===== src/inc/flash_host_params.svh =====
// Timing constants for the parallel flash host controller
`ifndef FLASH_HOST_PARAMS_SVH
`define FLASH_HOST_PARAMS_SVH
`define CLK_PERIOD_NS 50
`define T_WP_NS 60
`define T_WPH_NS 30
`define T_AVWH_NS 55
`define T_DVWH_NS 50
`define T_ACC_NS 75
`define T_GLQV_NS 25
`define T_APA_NS 25
`define T_WHGL_NS 35
`define T_GHQZ_NS 15
`define T_EHQZ_NS 25
`define T_RST_LOW_NS 100
`define T_PHWL_SMALL_NS 150
`define T_PHWL_MED_NS 180
`define T_PHWL_LARGE_NS 210
`define T_WIDTH_NS 1000
`define T_WHRL_NS 500
`define PAGE_WORDS 8
`define CS_ENABLE 3'b000
`define CS_DISABLE 3'b111
`endif


===== src/inc/flash_host_pkg.sv =====
// Types shared by the parallel flash host controller
package flash_host_pkg;
    typedef enum logic [1:0] {
        OP_READ = 2'b00,
        OP_WRITE = 2'b01,
        OP_WIDTH = 2'b10,
        OP_RESET = 2'b11
    } op_t;

    typedef struct packed {
        op_t op;
        logic nonarray;
        logic byte_mode;
        logic [23:0] addr;
        logic [15:0] wdata;
    } req_t;

    typedef struct packed {
        logic [2:0] cs;
        logic oe_n;
        logic we_n;
        logic rst_n;
        logic wide;
    } pins_t;

    typedef enum logic [3:0] {
        ST_RESET = 4'h0,
        ST_RECOVER = 4'h1,
        ST_IDLE = 4'h2,
        ST_WSETUP = 4'h3,
        ST_WPULSE = 4'h4,
        ST_WHIGH = 4'h5,
        ST_RACC = 4'h6,
        ST_RPAGE = 4'h7,
        ST_RFLOAT = 4'h8,
        ST_WIDTH = 4'h9
    } state_t;
endpackage


===== src/design/flash_wait_timer.sv =====
// Down-counting wait timer that loads a cycle count
`timescale 1ns/1ps
`default_nettype none
module flash_wait_timer #(
    parameter int WIDTH = 8
) (
    input wire logic clk_i,
    input wire logic rst_i,
    input wire logic load_i,
    input wire logic [WIDTH-1:0] count_i,
    output logic done_o
);
    logic [WIDTH-1:0] cnt_q;

    initial begin
        if (WIDTH < 2) begin
            $error("WIDTH too small");
        end
    end

    always_ff @(posedge clk_i) begin
        if (rst_i) begin
            cnt_q <= '0;
        end else if (load_i) begin
            cnt_q <= count_i;
        end else if (cnt_q != '0) begin
            cnt_q <= cnt_q - 1'b1;
        end
    end

    assign done_o = (cnt_q == '0);
endmodule
`default_nettype wire


===== src/design/flash_host.sv =====
// Host controller driving a clockless parallel flash through its pins
`timescale 1ns/1ps
`default_nettype none
`include "flash_host_params.svh"
// Notes on behaviour
// - Only the enabling select combination selects.
// - Write strobe controls writes; select frames them.
// - Write pulse low at least 60 ns.
// - Write strobe high at least 30 ns.
// - Address 55 ns, data 50 ns setup.
// - Output enable may lag select safely.
// - Wait 150/180/210 ns after reset release.
// - Wait 35 ns after write before read.
// - Array read after write waits full access.
// - Hold program enable until status clean.
// - Never assert output and write enables together.
module flash_host
    import flash_host_pkg::*;
#(
    parameter int DENSITY = 2,
    parameter int ADDR_W = 24,
    parameter bit PAGE_MODE = 1'b1
) (
    input wire logic CLK_I,
    input wire logic SYS_RST_I,
    input wire flash_host_pkg::req_t REQ_I,
    input wire logic REQ_VALID_I,
    output logic REQ_READY_O,
    output logic [15:0] RDATA_O,
    output logic RDATA_VALID_O,
    input wire logic PROG_ENABLE_REQ_I,
    input wire logic [15:0] FLASH_DQ_I,
    output logic [15:0] FLASH_DQ_O,
    output logic FLASH_DQ_OE_O,
    input wire logic FLASH_STATUS_OUTPUT_PIN_I,
    output logic [ADDR_W-1:0] FLASH_ADDR_O,
    output logic [2:0] FLASH_CHIP_SELECT_O,
    output logic FLASH_OE_N_O,
    output logic FLASH_WE_N_O,
    output logic FLASH_RESET_POWERDOWN_N_O,
    output logic FLASH_WIDE_O,
    output logic FLASH_PROGRAM_ENABLE_INPUT_O,
    output logic BUSY_O
);
    import flash_host_pkg::*;

    function automatic logic [7:0] cyc(input int ns);
        int c;
        c = (ns + `CLK_PERIOD_NS - 1) / `CLK_PERIOD_NS;
        if (c < 1) begin
            c = 1;
        end
        return 8'(c);
    endfunction

    localparam logic [7:0] C_WP = cyc(`T_WP_NS);
    localparam logic [7:0] C_WPH = cyc(`T_WPH_NS);
    localparam logic [7:0] C_SETUP = cyc(`T_AVWH_NS - `T_DVWH_NS);
    localparam logic [7:0] C_ACC = cyc(`T_ACC_NS);
    localparam logic [7:0] C_APA = PAGE_MODE ? cyc(`T_APA_NS) : C_ACC;
    localparam logic [7:0] C_WHGL = cyc(`T_WHGL_NS);
    localparam logic [7:0] C_FLOAT = cyc(`T_EHQZ_NS);
    localparam logic [7:0] C_RSTLOW = cyc(`T_RST_LOW_NS);
    localparam logic [7:0] C_WIDTH = cyc(`T_WIDTH_NS);
    localparam logic [7:0] C_STS = cyc(`T_WHRL_NS);
    localparam logic [7:0] C_RECOVER = (DENSITY == 0) ?
        cyc(`T_PHWL_SMALL_NS) : (DENSITY == 1) ?
        cyc(`T_PHWL_MED_NS) : cyc(`T_PHWL_LARGE_NS);
    localparam int PAGE_BITS = $clog2(`PAGE_WORDS);

    initial begin
        if (DENSITY < 0 || DENSITY > 2 || ADDR_W < 4 || ADDR_W > 24) begin
            $error("Unsupported DENSITY or ADDR_W");
        end
    end

    state_t state_q;
    pins_t pins_q;
    logic load;
    logic [7:0] load_cnt;
    logic wait_done;
    logic after_write_q;
    logic page_open_q;
    logic [ADDR_W-1:0] addr_q;
    logic [15:0] wdata_q;
    logic dq_oe_q;
    logic rvalid_q;
    logic [15:0] rdata_q;
    logic [1:0] sts_sync_q;
    logic [15:0] dq_meta_q;
    logic [15:0] dq_sync_q;
    logic sts_busy_q;
    logic [7:0] sts_cnt_q;
    logic pe_q;
    logic accept;

    assign accept = (state_q == ST_IDLE) && REQ_VALID_I;

    flash_wait_timer #(.WIDTH(8)) u_timer (
        .clk_i(CLK_I),
        .rst_i(SYS_RST_I),
        .load_i(load),
        .count_i(load_cnt),
        .done_o(wait_done)
    );

    // Pin inputs pass two flip-flops
    always_ff @(posedge CLK_I) begin
        if (SYS_RST_I) begin
            sts_sync_q <= 2'b11;
            dq_meta_q <= 16'h0000;
            dq_sync_q <= 16'h0000;
        end else begin
            sts_sync_q <= {sts_sync_q[0], FLASH_STATUS_OUTPUT_PIN_I};
            dq_meta_q <= FLASH_DQ_I;
            dq_sync_q <= dq_meta_q;
        end
    end

    // Sequencer: load count and next state
    always_comb begin
        load = 1'b0;
        load_cnt = 8'h00;
        case (state_q)
            ST_RESET: begin
                load = wait_done;
                load_cnt = C_RECOVER;
            end
            ST_IDLE: begin
                if (accept) begin
                    load = 1'b1;
                    case (REQ_I.op)
                        OP_WRITE: load_cnt = C_SETUP;
                        OP_WIDTH: load_cnt = C_WIDTH;
                        OP_RESET: load_cnt = C_RSTLOW;
                        default: begin
                            load_cnt = (page_open_q && !REQ_I.nonarray &&
                                addr_q[ADDR_W-1:PAGE_BITS] ==
                                REQ_I.addr[ADDR_W-1:PAGE_BITS]) ?
                                C_APA : C_ACC;
                            if (after_write_q) begin
                                load_cnt = C_ACC + C_WHGL;
                            end
                        end
                    endcase
                end
            end
            ST_WSETUP: begin
                load = wait_done;
                load_cnt = C_WP;
            end
            ST_WPULSE: begin
                load = wait_done;
                load_cnt = C_WPH;
            end
            default: begin
                load = 1'b0;
                load_cnt = 8'h00;
            end
        endcase
    end

    always_ff @(posedge CLK_I) begin
        if (SYS_RST_I) begin
            state_q <= ST_RESET;
        end else begin
            case (state_q)
                ST_RESET: if (wait_done) state_q <= ST_RECOVER;
                ST_RECOVER: if (wait_done) state_q <= ST_IDLE;
                ST_IDLE: begin
                    if (accept) begin
                        case (REQ_I.op)
                            OP_WRITE: state_q <= ST_WSETUP;
                            OP_WIDTH: state_q <= ST_WIDTH;
                            OP_RESET: state_q <= ST_RESET;
                            default: state_q <= ST_RACC;
                        endcase
                    end
                end
                ST_WSETUP: if (wait_done) state_q <= ST_WPULSE;
                ST_WPULSE: if (wait_done) state_q <= ST_WHIGH;
                ST_WHIGH: if (wait_done) state_q <= ST_IDLE;
                ST_RACC: if (wait_done) state_q <= ST_RPAGE;
                ST_RPAGE: state_q <= ST_IDLE;
                ST_WIDTH: if (wait_done) state_q <= ST_IDLE;
                default: state_q <= ST_IDLE;
            endcase
        end
    end

    // Address, data and bookkeeping
    always_ff @(posedge CLK_I) begin
        if (SYS_RST_I) begin
            addr_q <= '0;
            wdata_q <= 16'h0000;
            after_write_q <= 1'b0;
            page_open_q <= 1'b0;
            dq_oe_q <= 1'b0;
        end else begin
            if (accept) begin
                addr_q <= REQ_I.addr[ADDR_W-1:0];
                wdata_q <= REQ_I.wdata;
            end
            if (state_q == ST_WHIGH && wait_done) begin
                after_write_q <= 1'b1;
                page_open_q <= 1'b0;
            end else if (state_q == ST_RPAGE) begin
                after_write_q <= 1'b0;
                page_open_q <= PAGE_MODE;
            end else if (state_q == ST_RESET || state_q == ST_WIDTH) begin
                page_open_q <= 1'b0;
            end
            // Data driven only through setup and pulse
            dq_oe_q <= (state_q == ST_IDLE && accept &&
                REQ_I.op == OP_WRITE) || state_q == ST_WSETUP ||
                (state_q == ST_WPULSE && !wait_done);
        end
    end

    // Pin drive
    always_ff @(posedge CLK_I) begin
        if (SYS_RST_I) begin
            pins_q.cs <= `CS_DISABLE;
            pins_q.oe_n <= 1'b1;
            pins_q.we_n <= 1'b1;
            pins_q.rst_n <= 1'b0;
            pins_q.wide <= 1'b1;
        end else begin
            pins_q.rst_n <= !(state_q == ST_RESET);
            // Select spans a whole access
            // Select held while a page stays open
            pins_q.cs <= (state_q == ST_WSETUP || state_q == ST_WPULSE ||
                state_q == ST_RACC || (accept && REQ_I.op != OP_WIDTH &&
                REQ_I.op != OP_RESET) || (PAGE_MODE &&
                (state_q == ST_RPAGE || (state_q == ST_IDLE && !accept &&
                page_open_q)))) ? `CS_ENABLE : `CS_DISABLE;
            // Write strobe low only in pulse, never with read
            pins_q.we_n <= !((state_q == ST_WSETUP && wait_done) ||
                (state_q == ST_WPULSE && !wait_done));
            // Output enable with select; data waits full access, or page access on a page hit
            pins_q.oe_n <= !((accept && REQ_I.op == OP_READ) ||
                (state_q == ST_RACC && !wait_done));
            if (accept && REQ_I.op == OP_WIDTH) begin
                pins_q.wide <= !REQ_I.byte_mode;
            end
        end
    end

    // Read capture after access time
    always_ff @(posedge CLK_I) begin
        if (SYS_RST_I) begin
            rdata_q <= 16'h0000;
            rvalid_q <= 1'b0;
        end else begin
            // Synchroniser lag: data sampled at last access edge
            rvalid_q <= (state_q == ST_RPAGE);
            if (state_q == ST_RPAGE) begin
                rdata_q <= pins_q.wide ? dq_sync_q :
                    {8'h00, dq_sync_q[7:0]};
            end
        end
    end

    // Ready/busy watch and program enable hold
    always_ff @(posedge CLK_I) begin
        if (SYS_RST_I) begin
            sts_busy_q <= 1'b0;
            sts_cnt_q <= 8'h00;
            pe_q <= 1'b0;
        end else begin
            if (state_q == ST_WHIGH && wait_done) begin
                sts_cnt_q <= C_STS;
            end else if (sts_cnt_q != 8'h00) begin
                sts_cnt_q <= sts_cnt_q - 8'h01;
            end
            sts_busy_q <= (sts_cnt_q != 8'h00) || !sts_sync_q[1];
            pe_q <= PROG_ENABLE_REQ_I || (sts_cnt_q != 8'h00) ||
                !sts_sync_q[1];
        end
    end

    always_ff @(posedge CLK_I) begin
        if (SYS_RST_I) begin
            REQ_READY_O <= 1'b0;
        end else begin
            REQ_READY_O <= (state_q == ST_IDLE && !accept) ||
                (state_q == ST_RECOVER && wait_done) ||
                (state_q == ST_RPAGE) || (state_q == ST_WHIGH && wait_done) ||
                (state_q == ST_WIDTH && wait_done);
        end
    end

    assign FLASH_CHIP_SELECT_O = pins_q.cs;
    assign FLASH_OE_N_O = pins_q.oe_n;
    assign FLASH_WE_N_O = pins_q.we_n;
    assign FLASH_RESET_POWERDOWN_N_O = pins_q.rst_n;
    assign FLASH_WIDE_O = pins_q.wide;
    assign FLASH_ADDR_O = addr_q;
    assign FLASH_DQ_O = wdata_q;
    assign FLASH_DQ_OE_O = dq_oe_q;
    assign RDATA_O = rdata_q;
    assign RDATA_VALID_O = rvalid_q;
    assign FLASH_PROGRAM_ENABLE_INPUT_O = pe_q;
    assign BUSY_O = sts_busy_q;
endmodule
`default_nettype wire


===== config.mk =====
export PLATFORM = sky130hd
export DESIGN_NAME = flash_host
export DESIGN_NICKNAME = d
export VERILOG_FILES = /design/src/inc/flash_host_pkg.sv /design/src/design/flash_wait_timer.sv /design/src/design/flash_host.sv
export VERILOG_INCLUDE_DIRS = /design/src /design/src/inc
export SDC_FILE = /design/constraint.sdc
export NUM_CORES = 1
export LEC_CHECK = 0
export BUFFER_PORTS_ARGS = -buffer_cell sky130_fd_sc_hd__buf_2
export CORE_MARGIN = 8
export CORE_UTILIZATION = 45
export CTS_BUF_LIST = sky130_fd_sc_hd__clkbuf_8
export DETAILED_ROUTE_END_ITERATION = 8
export MAX_ROUTING_LAYER = met4
export PLACE_DENSITY_LB_ADDON = 0.08
export SETUP_SLACK_MARGIN = 0.5
export SLEW_MARGIN = 20
export SYNTH_ARGS = -nofsm -noshare
export SYNTH_HDL_FRONTEND = slang
export SYNTH_SLANG_ARGS = --single-unit

===== constraint.sdc =====
create_clock -name CLK_I -period 5.1 [get_ports CLK_I]
set_input_delay 1.02 -clock CLK_I [delete_from_list [all_inputs] [get_ports CLK_I]]
set_output_delay 1.02 -clock CLK_I [all_outputs]
set_load 0.03 [all_outputs]

==> run metrics <==
critical path endpoint category flop; Setup TNS Final 0 ns; fraction of registers with async set/reset 0; Finish-stage setup viols 0; antenna fix cells 0; worst path setup slack after routing 2.45 ns; final net count 738; maximum number of pins on one net before global-route repair 63; IO Port Bufs 132; first-pass GRT wire length 19.6 mm; endpoint required time on the critical path 5.42 ns; DIE AREA 14,000 um2; proportion of layout cells with a drive suffix above 1 0.257; clock buffer depth 2; Area after DPL 5430 um2; synthesized area per cell 8.66 um2; critical setup path kind reg2reg; clock buffer count from CTS 17; commonest register cell after synthesis dfxtp_1; Max Slew Vio Count 0; TritonCTS clock tree built; clock edge transition at the registers on the reported setup and hold paths 0.09 ns; post-synthesis to final-layout area growth 23.8%; Critical Path AT 2.98 ns; synth unique cells 42; die height 119 um; post-route fraction of the period consumed by the critical path 0.520; final hold vios 0; Final Total Pwr 2.92 mW; min cycle time layout around 2.7 ns; total routing resource utilization after global routing 0.172; vias in the first global route 3,926; Via-to-Cell Ratio around 4.9; Routed Antenna Nets 0; Root Buffer clkbuf_8; total number of vias 3,963; wire per inst between 10 and 15 um; post-detailed-route DRC marker count 0; Synth warnings 0; total power per unit cell area 498 nW/um2; Die W 119 um; Core Box Area 10,300 um2; peak supply drop about 0.00021 V; register area share after synthesis 0.517; worst-path fanout max between 40 and 50; class of the tightest hold or removal check reg2reg; number of fillers in the final layout 1,008; maximum capacitance violations 0; Placer Congestion about 0.77; Worst Max-Slew Pin Slew 0.931 ns; Syn Std Cell Area 4730 um2; total detailed-routing wirelength 11.5 mm; H-tree depth 4; ports placed on the boundary between 100 and 150; final global-route overflow total 0; number of detailed-route iterations in the first pass 4; post-CTS sizing 0; total leakage power 2.46 nW; clock skew between 0.015 and 0.02 ns; Seq cells post-synth ~120; number of design-rule violations left by the first detailed-router iteration 232; fin area 5850 um2; initial core utilization 0.460; minimum setup slack after placement 2.32 ns; worst slew margin relative to its limit 0.378; Setup crit start kind flop; setup repair after global routing missed its margin no; Setup Buffers After CTS 0; FMAX 377 MHz; result of the run complete, no violations; Post-synth EDFFs 0; clock latency of the later-clocked register in the worst-skew pair 0.42 ns; cells after synthesis between 500 and 600; number of buffers inserted for hold repair after clock tree synthesis 0; CTS sink count 122; row count 37; net count of the mapped netlist 619; number of antenna violations at the first check in global routing 0; placed wire-length estimate 8.12 mm
[layer usage]
metal | track usage | vias to the layer above | share of wire
met5 | - | - | 0
met4 | 0.0356 | 0 | 0.0055
met1 | 0.198 | 1832 | 0.44
li1 | - | 2036 | -
met3 | 0.0695 | 5 | 0.059
met2 | 0.279 | 90 | 0.49
[Yosys cell counts, types with 3 or more instances]
| master | instances | area share |
|---|---|---|
| a21oi_1 | 73 | 0.077 |
| xnor2_1 | 24 | 0.044 |
| nor2b_1 | 38 | 0.050 |
| o21ai_0 | 9 | 0.0095 |
| nand4_1 | 9 | 0.012 |
| nand2_1 | 119 | 0.094 |
| nor2_1 | 22 | 0.017 |
| xor2_1 | 9 | 0.017 |
| clkbuf_1 | 27 | 0.021 |
| inv_1 | 10 | 0.0079 |
| nand2b_1 | 7 | 0.0093 |
| buf_1 | 3 | 0.0024 |
| a211o_1 | 3 | 0.0056 |
| nor3_1 | 10 | 0.011 |
| dfxtp_1 | 122 | 0.52 |
| nand3_1 | 16 | 0.017 |
| ha_1 | 8 | 0.021 |
| nand3b_1 | 3 | 0.0048 |
[cell type report]
type	count	area [um2]	area share
Sequential cell	122	2440	0.417
Timing Repair Buffer	134	678	0.116
Clock buffer	18	248	0.0423
Multi-Input combinational cell	380	2100	0.359
Inverter	10	37.5	0.00641
Clock inverter	14	174	0.0297
Tap cell	136	170	0.0291
[stage by stage]
step / utilization / hold slack [ns] / cells
final: 0.570 / 0.427 / 814
after detailed placement: 0.529 / 0.408 / 782
after CTS: 0.570 / 0.432 / 814
after floorplan: - / 0.389 / 546
after global placement: 0.529 / 0.396 / 782
after global routing: 0.570 / 0.459 / 814
[state kept, by name (all words and copies together) (netlist names), 2 cells and up]
register       cells
FLASH_ADDR_O      24
FLASH_DQ_O        16
RDATA_O           16
dq_meta_q         16
dq_sync_q         16
state_q            4
sts_cnt_q          8
sts_sync_q         2
u_timer.cnt_q      8
[cells by family (layout without fill, tap and decap cells)]
kind of cell,after synthesis,in the layout,share of synthesized area
AOI/OAI and AO/OA,99,99,0.116
xor gates and xnor gates,34,34,0.0646
adders and majority gates,8,8,0.0212
buffers and inverters,44,176,0.0397
DFF,122,122,0.517
muxes,2,2,0.00450
and+or+nand+nor,237,237,0.237
[cells in the final DEF (no fill, tap or decap), types with 3 or more instances in the layout]
master    netlist  layout
nand4_1         9       9
nor2_1         22      22
o21ai_0         9       9
ha_1            8       8
nand3_1        16      15
nand3b_1        3       3
a21oi_1        73      73
buf_2           0     131
nor2b_1        38      38
nor3_1         10      10
inv_6           0       6
nand2_1       119     119
nand2b_1        7       7
dfxtp_1       122     122
inv_8           0       4
a211o_1         3       3
buf_4           2       3
clkbuf_8        0      18
xnor2_1        24      24
inv_1          10      10
xor2_1          9       9
[final timing paths]
path                                     from               end  slack, ns  depth (start not counted)
worst max-delay path               state_q[1]  u_timer.cnt_q[0]       2.45                          5
worst min-delay path            sts_sync_q[0]     sts_sync_q[1]       0.43                          1
worst max register to register     state_q[1]  u_timer.cnt_q[0]       2.45                          5
worst min register to register  sts_sync_q[0]     sts_sync_q[1]       0.43                          1
[worst max-delay path, cell delays in order, from the launching register on]
cell      delay (ns)
dfxtp_1         0.68
nor2b_1         0.36
nand3_2         0.76
o21ai_4         0.43
nor2_1          0.09
a311oi_1        0.23
[report_power, final]
part	switching [mW]	internal, mW	total [mW]
clock network	0.436	0.471	0.907
registers	0.105	1.07	1.17
logic	0.510	0.327	0.837
Power figures use the tool's default switching activity.
